`config.mk`:
```
export PLATFORM = sky130hd
export DESIGN_NAME = async_serial_transmitter_frame
export DESIGN_NICKNAME = d
export VERILOG_FILES = /design/src/design/serial_tx_pkg.sv /design/src/design/async_serial_transmitter_frame.sv
export SDC_FILE = /design/constraint.sdc
export NUM_CORES = 1
export LEC_CHECK = 0
export ABC_AREA = 1
export BUFFER_PORTS_ARGS = -buffer_cell sky130_fd_sc_hd__buf_2
export CAP_MARGIN = 20
export CORE_UTILIZATION = 68
export DETAILED_ROUTE_END_ITERATION = 6
export PLACE_DENSITY = 0.93
export SLEW_MARGIN = 5
export SYNTH_ARGS = -nofsm -noshare
export SYNTH_HDL_FRONTEND = slang
export SYNTH_SLANG_ARGS = --single-unit
```
`constraint.sdc`:
```
create_clock -name clk_i -period 21.8 [get_ports clk_i]
set_input_delay 4.36 -clock clk_i [delete_from_list [all_inputs] [get_ports clk_i]]
set_output_delay 4.36 -clock clk_i [all_outputs]
set_load 0.01 [all_outputs]
```
`src/design/serial_tx_pkg.sv`:
```
// Purpose: Shared constants and types for the asynchronous serial frame block.
// Assumes: Classic Wishbone slave with 32-bit data, registers in the low byte lane.
// Notes:   Register offsets and bit positions are local choices of this block.

package serial_tx_pkg;

  localparam logic [7:0] OFS_STATUS   = 8'h00;
  localparam logic [7:0] OFS_DATA     = 8'h04;
  localparam logic [7:0] OFS_CTRL_ONE = 8'h08;
  localparam logic [7:0] OFS_CTRL_TWO = 8'h0c;
  localparam logic [7:0] OFS_BAUD     = 8'h10;
  localparam logic [7:0] OFS_TX_FINE  = 8'h14;
  localparam logic [7:0] OFS_RX_FINE  = 8'h18;

  localparam int ST_TX_EMPTY   = 7;
  localparam int ST_TX_DONE    = 6;
  localparam int ST_RX_FULL    = 5;
  localparam int ST_RX_BREAK   = 4;
  localparam int C1_RX_NINTH   = 7;
  localparam int C1_TX_NINTH   = 6;
  localparam int C1_WORD_LEN   = 4;
  localparam int C2_EMPTY_IE   = 7;
  localparam int C2_DONE_IE    = 6;
  localparam int C2_TX_EN      = 3;
  localparam int C2_RX_EN      = 2;
  localparam int C2_BREAK      = 0;

  localparam logic [7:0] CTRL_ONE_RST = 8'h00;
  localparam logic [7:0] CTRL_TWO_RST = 8'h00;
  localparam logic [7:0] BAUD_RST     = 8'h00;
  localparam logic [7:0] FINE_RST     = 8'h00;

  localparam logic [3:0] SUB_LAST    = 4'hf;
  localparam logic [3:0] SUB_MID     = 4'h7;
  localparam logic [3:0] FRAME_LEN_8 = 4'ha;
  localparam logic [3:0] FRAME_LEN_9 = 4'hb;
  localparam logic [3:0] RX_BITS_8   = 4'h9;
  localparam logic [3:0] RX_BITS_9   = 4'ha;

  typedef enum logic [1:0] {
    TX_IDLE  = 2'b01,
    TX_FRAME = 2'b10
  } tx_state_t;

  typedef enum logic [2:0] {
    RX_IDLE  = 3'b001,
    RX_START = 3'b010,
    RX_DATA  = 3'b100
  } rx_state_t;

  // Ticks of the system clock per oversampling tick; the sixteen-fold step is
  // made by the bit timers so the generator only covers the remaining factors.
  function automatic logic [19:0] baud_div(input logic [1:0] pr_sel,
                                           input logic [2:0] pow_sel,
                                           input logic [7:0] fine);
    logic [19:0] pr;
    logic [19:0] f;
    case (pr_sel)
      2'h0:    pr = 20'h00001;
      2'h1:    pr = 20'h00003;
      2'h2:    pr = 20'h00004;
      default: pr = 20'h0000d;
    endcase
    f = (fine == 8'h00) ? 20'h00001 : {12'h000, fine};
    baud_div = 20'((pr << pow_sel) * f);
  endfunction

endpackage

```
`src/design/async_serial_transmitter_frame.sv`:
```
// Purpose: Asynchronous serial transmitter with frame format, break and idle
//          generation, flags, interrupt and a compact receiver for data and break.
// Assumes: Wishbone master of the classic single-cycle kind; serial input synchronous.
// Notes:   Registers answer one cycle after the request and act on the ack edge.
//
// Design decisions made here: the register offsets and the Wishbone slave port.
`timescale 1ns/10ps
`default_nettype none

module async_serial_transmitter_frame
  import serial_tx_pkg::*;
#(
  parameter int ADDR_W = 8
) (
  input  wire logic              clk_i,
  input  wire logic              rst_i,
  input  wire logic              wb_cyc_i,
  input  wire logic              wb_stb_i,
  input  wire logic              wb_we_i,
  input  wire logic [ADDR_W-1:0] wb_adr_i,
  input  wire logic [3:0]        wb_sel_i,
  input  wire logic [31:0]       wb_dat_i,
  output logic                   wb_ack_o,
  output logic [31:0]            wb_dat_o,
  input  wire logic              global_mask_i,
  input  wire logic              serial_rx_in_i,
  output logic                   tx_o,
  output logic                   tx_oe_n_o,
  output logic                   irq_o
);

  if (ADDR_W < 5 || ADDR_W > 8) begin : g_bad_addr
    $error("ADDR_W must lie between 5 and 8");
  end

  logic [7:0]  ctrl_one_r;
  logic [7:0]  ctrl_two_r;
  logic [7:0]  baud_r;
  logic [7:0]  tx_fine_r;
  logic [7:0]  rx_fine_r;
  logic        tx_buffer_empty_r;
  logic        tx_complete_r;
  logic        rx_full_r;
  logic        rx_break_r;
  logic        rx_ninth_bit_r;
  logic [7:0]  rx_data_r;
  logic        stat_seen_r;
  logic [7:0]  buf_r;
  logic        buf_full_r;
  logic        idle_pend_r;
  logic        brk_tail_r;
  logic        te_d_r;
  tx_state_t   tx_state_r;
  logic [10:0] tx_shift_r;
  logic [3:0]  tx_left_r;
  logic [3:0]  tx_sub_r;
  logic [19:0] tx_div_r;
  rx_state_t   rx_state_r;
  logic [3:0]  rx_sub_r;
  logic [3:0]  rx_left_r;
  logic [8:0]  rx_shift_r;
  logic [19:0] rx_div_r;
  logic        ack_r;
  logic [7:0]  rd_nxt;

  wire logic        word_len     = ctrl_one_r[C1_WORD_LEN];
  wire logic        tx_ninth_bit = ctrl_one_r[C1_TX_NINTH];
  wire logic        tx_enable    = ctrl_two_r[C2_TX_EN];
  wire logic        rx_enable    = ctrl_two_r[C2_RX_EN];
  wire logic        send_break   = ctrl_two_r[C2_BREAK];
  wire logic [3:0]  frame_len    = word_len ? FRAME_LEN_9 : FRAME_LEN_8;
  wire logic [7:0]  adr8         = 8'(wb_adr_i);
  wire logic        acc          = wb_cyc_i & wb_stb_i & ack_r;
  wire logic        wr_lane      = acc & wb_we_i & wb_sel_i[0];
  wire logic        wr_data      = wr_lane & (adr8 == OFS_DATA);
  wire logic        rd_data      = acc & ~wb_we_i & (adr8 == OFS_DATA);
  wire logic        acc_status   = acc & (adr8 == OFS_STATUS);
  wire logic        seq_clear    = wr_data & stat_seen_r;
  wire logic        rd_clear     = rd_data & stat_seen_r;
  wire logic        te_rise      = tx_enable & ~te_d_r;

  // Separate generators, each divided by prescaler, power of two and fine value.
  wire logic [19:0] tx_lim = baud_div(baud_r[7:6], baud_r[5:3], tx_fine_r);
  wire logic [19:0] rx_lim = baud_div(baud_r[7:6], baud_r[2:0], rx_fine_r);
  wire logic        tx_tick = (tx_div_r >= tx_lim - 20'h00001);
  wire logic        rx_tick = (rx_div_r >= rx_lim - 20'h00001);

  wire logic tx_bit_end   = (tx_state_r == TX_FRAME) & tx_tick & (tx_sub_r == SUB_LAST);
  wire logic tx_frame_end = tx_bit_end & (tx_left_r == 4'h1);
  wire logic tx_decide    = (tx_state_r == TX_IDLE) | tx_frame_end;

  logic tx_load_idle;
  logic tx_load_break;
  logic tx_load_tail;
  logic tx_load_data;

  always_comb begin
    tx_load_idle  = 1'b0;
    tx_load_break = 1'b0;
    tx_load_tail  = 1'b0;
    tx_load_data  = 1'b0;
    // The enable's rising cycle only arms the idle frame, so stale data never jumps ahead.
    if (tx_decide && tx_enable && !te_rise) begin
      if (idle_pend_r) begin
        tx_load_idle = 1'b1;
      end else if (send_break) begin
        tx_load_break = 1'b1;
      end else if (brk_tail_r) begin
        tx_load_tail = 1'b1;
      end else if (buf_full_r) begin
        tx_load_data = 1'b1;
      end
    end
  end

  wire logic tx_load = tx_load_idle | tx_load_break | tx_load_tail | tx_load_data;

  always_ff @(posedge clk_i) begin
    if (rst_i) begin
      ack_r    <= 1'b0;
      wb_ack_o <= 1'b0;
      wb_dat_o <= 32'h0000_0000;
    end else begin
      ack_r    <= wb_cyc_i & wb_stb_i & ~ack_r;
      wb_ack_o <= wb_cyc_i & wb_stb_i & ~ack_r;
      wb_dat_o <= {24'h00_0000, rd_nxt};
    end
  end

  // Unmapped addresses are acknowledged and read as zero.
  always_comb begin
    case (adr8)
      OFS_STATUS:   rd_nxt = {tx_buffer_empty_r, tx_complete_r, rx_full_r, rx_break_r, 4'h0};
      OFS_DATA:     rd_nxt = rx_data_r;
      OFS_CTRL_ONE: rd_nxt = {rx_ninth_bit_r, ctrl_one_r[6:0]};
      OFS_CTRL_TWO: rd_nxt = ctrl_two_r;
      OFS_BAUD:     rd_nxt = baud_r;
      OFS_TX_FINE:  rd_nxt = tx_fine_r;
      OFS_RX_FINE:  rd_nxt = rx_fine_r;
      default:      rd_nxt = 8'h00;
    endcase
  end

  always_ff @(posedge clk_i) begin
    if (rst_i) begin
      ctrl_one_r <= CTRL_ONE_RST;
      ctrl_two_r <= CTRL_TWO_RST;
      baud_r     <= BAUD_RST;
      tx_fine_r  <= FINE_RST;
      rx_fine_r  <= FINE_RST;
    end else if (wr_lane) begin
      case (adr8)
        OFS_CTRL_ONE: ctrl_one_r <= {1'b0, wb_dat_i[6:0]};
        OFS_CTRL_TWO: ctrl_two_r <= wb_dat_i[7:0];
        OFS_BAUD:     baud_r     <= wb_dat_i[7:0];
        OFS_TX_FINE:  tx_fine_r  <= wb_dat_i[7:0];
        OFS_RX_FINE:  rx_fine_r  <= wb_dat_i[7:0];
        default:      ctrl_one_r <= ctrl_one_r;
      endcase
    end
  end

  // A status access arms the clearing sequence; the next data access ends it.
  always_ff @(posedge clk_i) begin
    if (rst_i) begin
      stat_seen_r <= 1'b0;
    end else if (acc_status) begin
      stat_seen_r <= 1'b1;
    end else if (wr_data || rd_data) begin
      stat_seen_r <= 1'b0;
    end
  end

  // Set wins over the software clear in every flag below.
  always_ff @(posedge clk_i) begin
    if (rst_i) begin
      tx_buffer_empty_r <= 1'b1;
      tx_complete_r     <= 1'b1;
    end else begin
      if (tx_load_data) begin
        tx_buffer_empty_r <= 1'b1;
      end else if (seq_clear) begin
        tx_buffer_empty_r <= 1'b0;
      end
      if (tx_frame_end && !tx_load) begin
        tx_complete_r <= 1'b1;
      end else if (seq_clear) begin
        tx_complete_r <= 1'b0;
      end
    end
  end

  always_ff @(posedge clk_i) begin
    if (rst_i) begin
      buf_r       <= 8'h00;
      buf_full_r  <= 1'b0;
      idle_pend_r <= 1'b0;
      brk_tail_r  <= 1'b0;
      te_d_r      <= 1'b0;
    end else begin
      te_d_r <= tx_enable;
      if (te_rise) begin
        buf_full_r  <= 1'b0;
        idle_pend_r <= 1'b1;
      end else begin
        if (tx_load_data) begin
          buf_full_r <= 1'b0;
        end
        if (tx_load_idle) begin
          idle_pend_r <= 1'b0;
        end
      end
      if (wr_data) begin
        buf_r      <= wb_dat_i[7:0];
        buf_full_r <= 1'b1;
      end
      if (tx_load_break) begin
        brk_tail_r <= 1'b1;
      end else if (tx_load_tail) begin
        brk_tail_r <= 1'b0;
      end
    end
  end

  always_ff @(posedge clk_i) begin
    if (rst_i || tx_tick) begin
      tx_div_r <= 20'h00000;
    end else begin
      tx_div_r <= tx_div_r + 20'h00001;
    end
  end

  // Frames shift out LSB first; a one refills from the top so the line
  // stays high if the count ever runs past the stop bit.
  always_ff @(posedge clk_i) begin
    if (rst_i) begin
      tx_state_r <= TX_IDLE;
      tx_shift_r <= 11'h7ff;
      tx_left_r  <= 4'h0;
      tx_sub_r   <= 4'h0;
    end else if (tx_load) begin
      tx_state_r <= TX_FRAME;
      tx_sub_r   <= 4'h0;
      if (tx_load_data) begin
        tx_left_r  <= frame_len;
        tx_shift_r <= word_len ? {1'b1, tx_ninth_bit, buf_r, 1'b0}
                               : {2'b11, buf_r, 1'b0};
      end else if (tx_load_break) begin
        tx_left_r  <= frame_len;
        tx_shift_r <= 11'h000;
      end else if (tx_load_tail) begin
        tx_left_r  <= 4'h1;
        tx_shift_r <= 11'h7ff;
      end else begin
        tx_left_r  <= frame_len;
        tx_shift_r <= 11'h7ff;
      end
    end else if (tx_decide) begin
      tx_state_r <= TX_IDLE;
      tx_sub_r   <= 4'h0;
    end else if (tx_state_r == TX_FRAME && tx_tick) begin
      tx_sub_r <= tx_sub_r + 4'h1;
      if (tx_bit_end) begin
        tx_shift_r <= {1'b1, tx_shift_r[10:1]};
        tx_left_r  <= tx_left_r - 4'h1;
      end
    end
  end

  always_ff @(posedge clk_i) begin
    if (rst_i) begin
      tx_o      <= 1'b1;
      tx_oe_n_o <= 1'b1;
      irq_o     <= 1'b0;
    end else begin
      tx_o      <= (tx_state_r == TX_FRAME) ? tx_shift_r[0] : 1'b1;
      tx_oe_n_o <= ~(tx_enable | rx_enable);
      irq_o     <= ~global_mask_i &
                   ((tx_buffer_empty_r & ctrl_two_r[C2_EMPTY_IE]) |
                    (tx_complete_r & ctrl_two_r[C2_DONE_IE]));
    end
  end

  always_ff @(posedge clk_i) begin
    if (rst_i || rx_tick) begin
      rx_div_r <= 20'h00000;
    end else begin
      rx_div_r <= rx_div_r + 20'h00001;
    end
  end

  wire logic rx_sample = (rx_state_r == RX_DATA) & rx_tick & (rx_sub_r == SUB_LAST);
  wire logic rx_stop   = rx_sample & (rx_left_r == 4'h1);
  wire logic rx_zero   = word_len ? (rx_shift_r == 9'h000) : (rx_shift_r[8:1] == 8'h00);

  // The start bit is confirmed at mid-bit; later samples fall on bit centres.
  always_ff @(posedge clk_i) begin
    if (rst_i || !rx_enable) begin
      rx_state_r <= RX_IDLE;
      rx_sub_r   <= 4'h0;
      rx_left_r  <= 4'h0;
      rx_shift_r <= 9'h000;
    end else begin
      case (rx_state_r)
        RX_IDLE: begin
          rx_sub_r <= 4'h0;
          if (!serial_rx_in_i) begin
            rx_state_r <= RX_START;
          end
        end
        RX_START: begin
          if (rx_tick) begin
            rx_sub_r <= rx_sub_r + 4'h1;
            if (rx_sub_r == SUB_MID) begin
              rx_sub_r   <= 4'h0;
              rx_left_r  <= word_len ? RX_BITS_9 : RX_BITS_8;
              rx_state_r <= serial_rx_in_i ? RX_IDLE : RX_DATA;
            end
          end
        end
        RX_DATA: begin
          if (rx_tick) begin
            rx_sub_r <= rx_sub_r + 4'h1;
          end
          if (rx_stop) begin
            rx_state_r <= RX_IDLE;
          end else if (rx_sample) begin
            rx_shift_r <= {serial_rx_in_i, rx_shift_r[8:1]};
            rx_left_r  <= rx_left_r - 4'h1;
          end
        end
        default: rx_state_r <= RX_IDLE;
      endcase
    end
  end

  always_ff @(posedge clk_i) begin
    if (rst_i) begin
      rx_data_r      <= 8'h00;
      rx_ninth_bit_r <= 1'b0;
      rx_full_r      <= 1'b0;
      rx_break_r     <= 1'b0;
    end else begin
      if (rx_stop) begin
        rx_data_r <= word_len ? rx_shift_r[7:0] : rx_shift_r[8:1];
        if (word_len) begin
          rx_ninth_bit_r <= rx_shift_r[8];
        end
        rx_full_r <= 1'b1;
      end else if (rd_clear) begin
        rx_full_r <= 1'b0;
      end
      if (rx_stop && rx_zero && !serial_rx_in_i) begin
        rx_break_r <= 1'b1;
      end else if (rd_clear) begin
        rx_break_r <= 1'b0;
      end
    end
  end

  a_idle_line_high: assert property (@(posedge clk_i) disable iff (rst_i)
    tx_state_r == TX_IDLE |=> tx_o) else $error("line not high while idle");
  a_pin_released: assert property (@(posedge clk_i) disable iff (rst_i)
    !(tx_enable || rx_enable) |=> tx_oe_n_o) else $error("pin not released");
  a_start_bit_low: assert property (@(posedge clk_i) disable iff (rst_i)
    tx_load_data |-> ##2 !tx_o) else $error("start bit not low");
  a_empty_on_load: assert property (@(posedge clk_i) disable iff (rst_i)
    tx_load_data && !wr_data |=> tx_buffer_empty_r && !buf_full_r) else $error("empty flag not set");
  a_empty_clear: assert property (@(posedge clk_i) disable iff (rst_i)
    seq_clear && !tx_load_data |=> !tx_buffer_empty_r) else $error("empty flag kept");
  a_done_clear: assert property (@(posedge clk_i) disable iff (rst_i)
    seq_clear && !tx_frame_end |=> !tx_complete_r) else $error("complete flag kept");
  a_done_on_end: assert property (@(posedge clk_i) disable iff (rst_i)
    tx_frame_end && !tx_load |=> tx_complete_r ##0 tx_state_r == TX_IDLE)
    else $error("complete flag missing");
  a_irq_gated: assert property (@(posedge clk_i) disable iff (rst_i)
    global_mask_i |=> !irq_o) else $error("interrupt leaked through mask");
  a_break_low: assert property (@(posedge clk_i) disable iff (rst_i)
    tx_load_break |-> ##2 !tx_o [*8]) else $error("break not low");
  a_ninth_bit: assert property (@(posedge clk_i) disable iff (rst_i)
    tx_load_data && word_len |=> tx_shift_r[9] == $past(tx_ninth_bit))
    else $error("ninth bit wrong");
  a_enable_idle: assert property (@(posedge clk_i) disable iff (rst_i)
    te_rise |=> idle_pend_r && !buf_full_r || $past(wr_data)) else $error("idle not armed");

  c_data_frame: cover property (@(posedge clk_i) disable iff (rst_i)
    tx_load_data ##[1:300] tx_frame_end);
  c_break_tail: cover property (@(posedge clk_i) disable iff (rst_i)
    tx_load_break ##[1:300] tx_load_tail);
  c_idle_frame: cover property (@(posedge clk_i) disable iff (rst_i) tx_load_idle);
  c_rx_frame:   cover property (@(posedge clk_i) disable iff (rst_i) rx_stop && word_len);

endmodule

`default_nettype wire

```
==> results of run 1 <==
==> worst max-delay path, delay by kind of cell, from the launching register on <==
family | cells | cell delay, ps
adders and majority gates | 6 | 2800
DFF | 1 | 490
and+or+nand+nor | 23 | 3240
buffers and inverters | 9 | 1220
AOI/OAI and AO/OA | 5 | 950
==> synth_stat cells (4+ instances only) <==
| cell type | number | area share (%) |
|---|---|---|
| a211oi_1 | 13 | 0.67 |
| a21oi_1 | 128 | 4.4 |
| a221oi_1 | 6 | 0.36 |
| a31oi_1 | 13 | 0.56 |
| buf_2 | 11 | 0.38 |
| buf_4 | 25 | 1.3 |
| clkbuf_1 | 28 | 0.72 |
| clkinv_1 | 5 | 0.13 |
| dfxtp_1 | 158 | 22 |
| fa_1 | 118 | 16 |
| ha_1 | 142 | 12 |
| inv_1 | 379 | 9.8 |
| inv_2 | 5 | 0.13 |
| nand2_1 | 360 | 9.3 |
| nand2_2 | 4 | 0.17 |
| nand3_1 | 60 | 2.1 |
| nand4_1 | 11 | 0.47 |
| nor2_1 | 217 | 5.6 |
| nor2_2 | 8 | 0.34 |
| nor2_4 | 6 | 0.47 |
| nor3_1 | 23 | 0.79 |
| nor3b_1 | 10 | 0.52 |
| nor4_1 | 7 | 0.30 |
| o211ai_1 | 9 | 0.47 |
| o21ai_0 | 90 | 3.1 |
| o21ai_1 | 18 | 0.62 |
| o22ai_1 | 6 | 0.26 |
| o31ai_1 | 4 | 0.21 |
| or2_2 | 9 | 0.39 |
| xnor2_1 | 21 | 1.3 |
| xor2_1 | 35 | 2.1 |
==> stage by stage <==
step	utilization [%]	std cells	worst slack, ps
after detailed placement	70.4	2234	13480
after floorplan	-	1990	14970
after global placement	70.4	2234	13650
after CTS	73.1	2266	13200
final	73.1	2267	12950
after global routing	73.1	2267	12390
==> cells by family after synthesis <==
family / after synthesis / share of synthesized area (%)
other: 1 / 0.0258
and+or+nand+nor: 732 / 21.9
adders and majority gates: 260 / 28.5
DFF: 158 / 21.8
xor gates and xnor gates: 56 / 3.38
AOI/OAI and AO/OA: 304 / 11.7
buffers and inverters: 456 / 12.7
==> worst paths after layout <==
check	startpoint	to	slack [ps]
max	tx_fine_r[1]$_SDFFE_PP0P_	tx_shift_r[9]$_SDFFE_PP1P_	12950
min	ack_r$_SDFF_PP0_	ack_r$_SDFF_PP0_	460
max reg2reg	tx_fine_r[1]$_SDFFE_PP0P_	tx_shift_r[9]$_SDFFE_PP1P_	12950
min reg2reg	ack_r$_SDFF_PP0_	ack_r$_SDFF_PP0_	460
==> cell type report <==
| type | instances | area [µm²] |
|---|---|---|
| flip-flops and latches | 158 | 3160 |
| repair buffers | 36 | 183 |
| well taps | 275 | 344 |
| fillers | 1513 | 5630 |
| multi-input cells | 1376 | 9600 |
| diodes | 1 | 2.50 |
| clock inverters | 14 | 141 |
| clock buffers | 18 | 429 |
| inverters | 389 | 1460 |
==> sequential cells by signal (all words and copies together), names as in the netlist, 9 cells and up <==
name / flops
rx_div_r: 20
tx_div_r: 20
tx_shift_r: 11
rx_shift_r: 9
==> power by group through the flow <==
stage | logic, mW | registers [mW] | clock network (mW)
after global routing | 0.0163 | 0.289 | 0.314
after CTS | 0.0145 | 0.289 | 0.300
after floorplan | 0.0118 | 0.295 | 0
final | 0.0151 | 0.289 | 0.301
after detailed placement | 0.0144 | 0.295 | 0
after global placement | 0.0141 | 0.295 | 0
==> per-layer routing <==
layer / track usage [%] / routed length, µm / share of wire (%)
met5: 0 / 0 / 0
met4: 18.9 / 1820 / 5.1
met3: 6.78 / 3070 / 8.5
met2: 58.7 / 17600 / 49
met1: 41.8 / 13600 / 38
==> results.md, run 1 <==
* Status: complete, but fails checks
* Failing checks: DRC
* Post-CTS sizing at 0
* Int Pwr at 444 µW
* Initial Utilization at 69.3%
* Max Cap Viol at 0
* Yosys warnings at 0
* Maximum number of pins on one net before global-route repair at 67
* Seq cells post-synth at 158
* Setup Skew at 12.8 ps
* RD Place Congestion at 0.941
* Root buffer cell: clkbuf_16
* Reg clk slew, reported paths at 70 ps
* Worst slew margin at 36.0%
* Cts bufs inserted at 17
* Sw Pwr at 160 µW
* CP endpoint kind: flip-flop
* FFs w/ async S/R, synth at 0%
* Fraction of layout cells with a size suffix above 1 at 5.63%
* Hold Vio Cnt, Final at 0
* H-tree levels at 4
* CTS tree: built
* Cell area after synthesis at 14500 µm²
* Hold path cells at 1
* IO Count at 87
* Min-Delay Path Class: flip-flop to flip-flop
* Final period utilization at 40.6%
* Pins Over Slew Limit at 0
* Fmax at 113 MHz
* CTS max path bufs at 2
* Pleak at 7.07 nW
* Final WL at 36100 µm
* Commonest non-fill, non-tap cells in the layout: inv_1, nand2_1, nor2_1
* Setup repair bufs after CTS at 0
* Overall routing resource usage at 34.8%
* Core Box Area at 21000 µm²
* Sw Ratio at 26.5%
* Sequential fraction of the synthesis area at 21.8%
* Synthesized area per cell at 7.38 µm²
* 1st-iter DRT viols at 1141
* DP HPWL at 26100 µm
* Cell Rows at 53
* Startpoint types: flip-flop
* Number of synthesized flops with an enable pin at 0
* IO buf count at 35
* Min Tclk post-route at 8850 ps
* Slowest Stage Delay on Critical Path at 660 ps
* Worst-Margin Slew at 956 ps
* Final-stage net count at 2289
* Worst-path cell with the longest stage delay: nor2_1
* IR drop worst, VDD at 0.0000501 V
* Post-Syn Instances at 1967
* Antenna-violating nets left at 0
* R2R cell count at 43
* Crit Path Category: flip-flop to flip-flop
* Flop pwr share at 47.7%
* CTS Sinks at 158
* Worst skew pair latency at 440 ps
* CP dominant cell by count: nand2_1
* Commonest non-fill, non-tap cell in the layout: inv_1
* Clock power share at 49.8%
* Setup-failing EPs final at 0
* Top_reg_cell synth: dfxtp_1
* RSZ-0062 raised after global routing: no
* First-pass GRT wire length at 61100 µm
* Vias at 13.3k
* CP Data Required Time at 22100 ps
* Final TNS setup at 0 ps
* PnR Total Power at 605 µW
* DIE WIDTH at 148 µm
* Area Overhead vs Synth at 5.54%
* Hold_ws at 455 ps
* Synth unique cells at 57
* Die area at 21900 µm²
* DRT Pass-1 Iters at 7
* Hold buffer count at CTS at 0
* WL per Instance at 15.9 µm
* Crit Path Max Fanout at 11
* Post-route cell area at 15300 µm²
* Initial antenna violation count at 1
* Post-DP Area at 14800 µm²
* Crit path DAT at 9150 ps
* Via density per instance at 5.86
* Power Dens Cells at 39.5 nW/µm²
* Residual DRC count at 2
* Remaining Overflow, GRT at 0
* Die H at 148 µm
* Vias in the first global route at 13.1k
* Comb power frac at 2.5%
(Power assumes the default switching activity.)
==> inputs of run 2 (changes only) <==
- CORE_UTILIZATION: 68 -> 57
- PLACE_DENSITY: 0.93 -> 0.83
- clock period: 21.8 -> 7.6 ns (I/O delays scaled with it)
==> results.md, run 2 (same netlist as run 1, synthesis figures left out) <==
* Worst slew margin at 42.0%
* PnR Total Power at 1.74 mW
* Min Tclk post-route at 7210 ps
* IO buf count at 35
* First-pass GRT wire length at 56800 µm
* Clock power share at 49.9%
* Die area at 26100 µm²
* CTS Sinks at 158
* Crit path DAT at 7580 ps
* Comb power frac at 2.5%
* Met1 usage in global routing at 34.3%
* Startpoint types: flip-flop
* Area of the multi-input gates at 9740 µm²
* Hold Vio Cnt, Final at 0
* Vias in the first global route at 12.4k
* Setup Skew at 13.9 ps
* Final TNS setup at 0 ps
* CP endpoint kind: flip-flop
* Hold_ws at 451 ps
* Fraction of layout cells with a size suffix above 1 at 9.16%
* Area Overhead vs Synth at 9.13%
* Sw Pwr at 435 µW
* Crit Path Category: flip-flop to flip-flop
* Final-stage net count at 2328
* Sequential Area at 3170 µm²
* DIE WIDTH at 162 µm
* Power Dens Cells at 110 nW/µm²
* Status: finished clean
* Antenna-violating nets left at 0
* Met3 Use GR at 4.39%
* Worst skew pair latency at 440 ps
* Commonest non-fill, non-tap cell in the layout: inv_1
* Worst-path cell with the longest stage delay: fa_1
* Post-route cell area at 15800 µm²
* Remaining Overflow, GRT at 0
* CP dominant cell by count: nand2_1
* Cell Rows at 58
* Via density per instance at 5.42
* Fill cells at 2118
* Setup-failing EPs final at 0
* CP Data Required Time at 7960 ps
* DP HPWL at 26000 µm
* Commonest non-fill, non-tap cells in the layout: inv_1, nand2_1, nor2_1
* H-tree levels at 4
* Core Box Area at 25100 µm²
* Cts bufs inserted at 17
* Final core occ at 63.1%
* Most Used Layer, Global Route: met2
* Reg clk slew, reported paths at 70 ps
* Root buffer cell: clkbuf_16
* CTS max path bufs at 2
* Final WL at 34000 µm
* Post-DP Area at 15100 µm²
* WL per Instance at 14.4 µm
* M2 GR Usage at 43.2%
* Crit Path Max Fanout at 7
* Flop pwr share at 47.6%
* Int Pwr at 1.30 mW
* IR drop worst, VDD at 0.000173 V
* RD Place Congestion at 0.927
* Min-Delay Path Class: flip-flop to flip-flop
* Fmax at 139 MHz
* Worst-Margin Slew at 867 ps
* Pins Over Slew Limit at 0
* Initial Utilization at 57.8%
* Max Cap Viol at 0
* DRT Pass-1 Iters at 6
* Hold buffer count at CTS at 0
* 1st-iter DRT viols at 1077
* Overall routing resource usage at 26.7%
* Sw Ratio at 25.0%
* Residual DRC count at 0
* Slowest Stage Delay on Critical Path at 550 ps
* Initial antenna violation count at 4
* Final period utilization at 94.9%
* Vias at 12.8k
* CTS tree: built
* Biggest regs: rx_div_r x20, tx_div_r x20, tx_shift_r x11
* Die H at 162 µm
* Maximum number of pins on one net before global-route repair at 67
* IO Count at 87
* Pleak at 7.27 nW
[run 2: changes by cell type in the layout (fill, tap and decap cells not counted), sizes merged]
cell     change
bufinv       +1
inv          -1
diode        +4
buf         +38
o2111ai      +1
[run 2: worst max-delay path: cells and delay by family (launching register included)]
kind | cells | cell delay (ps)
adders and majority gates | 6 | 2630
and+or+nand+nor | 23 | 2440
buffers and inverters | 5 | 510
AOI/OAI and AO/OA | 8 | 1160
DFF | 1 | 410
[run 2: through the flow]
step / setup slack (ps) / cells
global route: -13.3 / 2364
global placement: 181 / 2325
detailed placement: 7.35 / 2325
finish: 386 / 2365
floorplan: 769 / 1990
CTS: 25.9 / 2357
[run 2: area by class of cell]
cell class / instances / area share [%]
Sequential cell: 158 / 20.0
Inverter: 389 / 9.26
Timing Repair Buffer: 74 / 2.95
Clock buffer: 18 / 2.71
Antenna cell: 5 / 0.0790
Multi-Input combinational cell: 1377 / 61.5
Tap cell: 330 / 2.61
Clock inverter: 14 / 0.940
[run 2: layer usage]
metal / up-vias / wire (µm)
li1: 6253 / -
met1: 6013 / 14600
met2: 441 / 15900
met3: 101 / 2160
met4: 0 / 1330
met5: - / 0
[run 2: worst paths after layout]
path | from | endpoint | slack, ps | cells after the start
setup / recovery | baud_r[3]$_SDFFE_PP0P_ | tx_shift_r[8]$_SDFFE_PP1P_ | 390 | 42
hold / removal | ack_r$_SDFF_PP0_ | ack_r$_SDFF_PP0_ | 450 | 1
setup reg to reg | baud_r[3]$_SDFFE_PP0P_ | tx_shift_r[8]$_SDFFE_PP1P_ | 390 | 42
hold reg to reg | ack_r$_SDFF_PP0_ | ack_r$_SDFF_PP0_ | 450 | 1
[run 2: what timing repair did]
| action | in CTS | in global routing |
|---|---|---|
| endpoints found under the setup margin | 7 | 96 |
| pin swaps | 0 | 6 |
| resized for setup | 2 | 43 |
| buffers inserted | 0 | 2 |
| gates cloned | 0 | 1 |
[run 2: power groups by stage]
stage | sequential [mW] | combinational, mW | clock (mW)
after global placement | 0.847 | 0.0402 | 0
after CTS | 0.828 | 0.0413 | 0.871
after detailed placement | 0.847 | 0.0412 | 0
after floorplan | 0.847 | 0.0339 | 0
final | 0.828 | 0.0428 | 0.869
after global routing | 0.828 | 0.0473 | 0.904
==> inputs of run 3 (changes only) <==
- CORE_UTILIZATION: 57 -> 69
- CTS_BUF_LIST: default -> sky130_fd_sc_hd__clkbuf_4
- PLACE_DENSITY: 0.83 -> 0.94
- SLEW_MARGIN: 5 -> 15
- clock period: 7.6 -> 8.3 ns (I/O delays scaled with it)
==> results.md, run 3 (same netlist as run 1, synthesis figures left out) <==
* Status: complete, but fails checks
* Failing checks: DRC
* Residual DRC count at 2
* Hold_ws at 472 ps
* Power Dens Cells at 85.7 nW/µm²
* Min-Delay Path Class: flip-flop to flip-flop
* R2r startpoint: baud_r[6]$_SDFFE_PP0P_
* Overall routing resource usage at 33.7%
* Hold buffer count at CTS at 0
* Flop pwr share at 58.4%
* Commonest non-fill, non-tap cells in the layout: inv_1, nand2_1, nor2_1
* DIE WIDTH at 147 µm
* Commonest non-fill, non-tap cell in the layout: inv_1
* H-tree levels at 4
* Max Cap Viol at 0
* Post-route cell area at 15200 µm²
* Final-stage net count at 2303
* Sw Pwr at 392 µW
* RD Place Congestion at 0.960
* Int Pwr at 908 µW
* IO buf count at 35
* Sequential Area at 3160 µm²
* Vias at 13.3k
* Initial Utilization at 71.1%
* DP Worst Slack at 310 ps
* Clock power share at 38.5%
* Biggest regs: rx_div_r x20, tx_div_r x20, tx_shift_r x11
* Hold Vio Cnt, Final at 0
* Worst hold start: ack_r$_SDFF_PP0_
* Area of the multi-input gates at 9640 µm²
* Antenna-violating nets left at 0
* Die H at 147 µm
* Maximum number of pins on one net before global-route repair at 67
* Crit Path Max Fanout at 8
* Pleak at 7.01 nW
* IR drop worst, VDD at 0.000113 V
* Worst Slack Setup Final at 376 ps
* CP Data Required Time at 8840 ps
* Fill cells at 1423
* WL per Instance at 15.7 µm
* CTS Sinks at 158
* Worst skew pair latency at 640 ps
* Remaining Overflow, GRT at 0
* Startpoint types: flip-flop
* Placed Cells at 2234
* First-pass GRT wire length at 58700 µm
* Worst slew margin at 36.4%
* Reg clk slew, reported paths at 170 ps
* IO Count at 87
* CTS tree: built
* Post-route insts no fill at 2276
* Final period utilization at 95.5%
* Crit Path Category: flip-flop to flip-flop
* Worst-path cell with the longest stage delay: fa_1
* Setup-failing EPs final at 0
* Min Tclk post-route at 7920 ps
* CP endpoint kind: flip-flop
* Final WL at 35700 µm
* Area Overhead vs Synth at 4.56%
* Fmax at 126 MHz
* 1st-iter DRT viols at 1161
* Via density per instance at 5.82
* Root buffer cell: clkbuf_4
* Pins Over Slew Limit at 0
* Crit path DAT at 8470 ps
* Post-DP Area at 14800 µm²
* Final core occ at 74.3%
* Die area at 21600 µm²
* Fraction of layout cells with a size suffix above 1 at 6.73%
* Worst-Margin Slew at 951 ps
* Cts bufs inserted at 17
* Core Box Area at 20400 µm²
* DRT Pass-1 Iters at 7
* Vias in the first global route at 13.2k
* Setup Skew at 39.2 ps
* Comb power frac at 3.1%
* Cell Rows at 52
* DP HPWL at 27400 µm
* Reg-to-reg setup timing slack at 380 ps
* Initial antenna violation count at 1
* CTS max path bufs at 2
* Slowest Stage Delay on Critical Path at 580 ps
* Setup crit start: baud_r[6]$_SDFFE_PP0P_
* Sw Ratio at 30.1%
## run 3: cell types whose count changed in the layout (fill, tap and decap cells not counted), sizes merged
cell	previous run	this run
clkinv	8	11
clkbuf	18	17
diode	5	1
buf	74	49
inv	392	391
bufinv	1	0
## run 3: cell type report
type	count	area share, %
Antenna cell	1	0.0165
Clock buffer	17	0.841
Clock inverter	15	1.08
Inverter	389	9.64
Multi-Input combinational cell	1377	63.5
Sequential cell	158	20.8
Tap cell	270	2.23
Timing Repair Buffer	49	1.85
## run 3: final timing paths
| path | to | cells after the start |
|---|---|---|
| worst min register to register | ack_r$_SDFF_PP0_ | 1 |
| worst max register to register | tx_shift_r[2]$_SDFFE_PP1P_ | 38 |
| worst max-delay path | tx_shift_r[2]$_SDFFE_PP1P_ | 38 |
| worst min-delay path | ack_r$_SDFF_PP0_ | 1 |
## run 3: critical path: cells and delay by family (launching register included)
family,cells,cell delay (ps)
compound gates,10,1710
simple gates,17,2480
flops,1,410
xor+xnor,1,140
fa+ha+maj,6,2800
buf+inv,4,310
## run 3: routing by layer
layer | vias to the layer above | part of all wire (%) | global-route usage [%]
li1 | 6201 | - | -
met1 | 6122 | 37 | 37.9
met5 | - | 0 | 0
met3 | 187 | 8.8 | 6.71
met2 | 743 | 49 | 58.7
met4 | 0 | 5.4 | 20.6
## run 3: power by group through the flow
stage / Sequential, mW / Combinational (mW) / Clock (mW)
3_3_place_gp: 0.776 / 0.0370 / 0
3_5_place_dp: 0.776 / 0.0379 / 0
5_1_grt: 0.760 / 0.0420 / 0.529
2_1_floorplan: 0.776 / 0.0311 / 0
6_report: 0.760 / 0.0397 / 0.501
4_1_cts: 0.760 / 0.0380 / 0.497
## run 3: what timing repair did
item,4_1_cts,5_1_grt
setup buffers,0,8
endpoints found under the setup margin,0,33
resized for setup,0,11
endpoints found under the hold margin,0,0
## run 3: metrics by stage
stage | total power [mW] | TNS (ps)
after detailed placement | 0.814 | 0
after global placement | 0.813 | 0
final | 1.30 | 0
after CTS | 1.29 | 0
after floorplan | 0.807 | 0
after global routing | 1.33 | -247
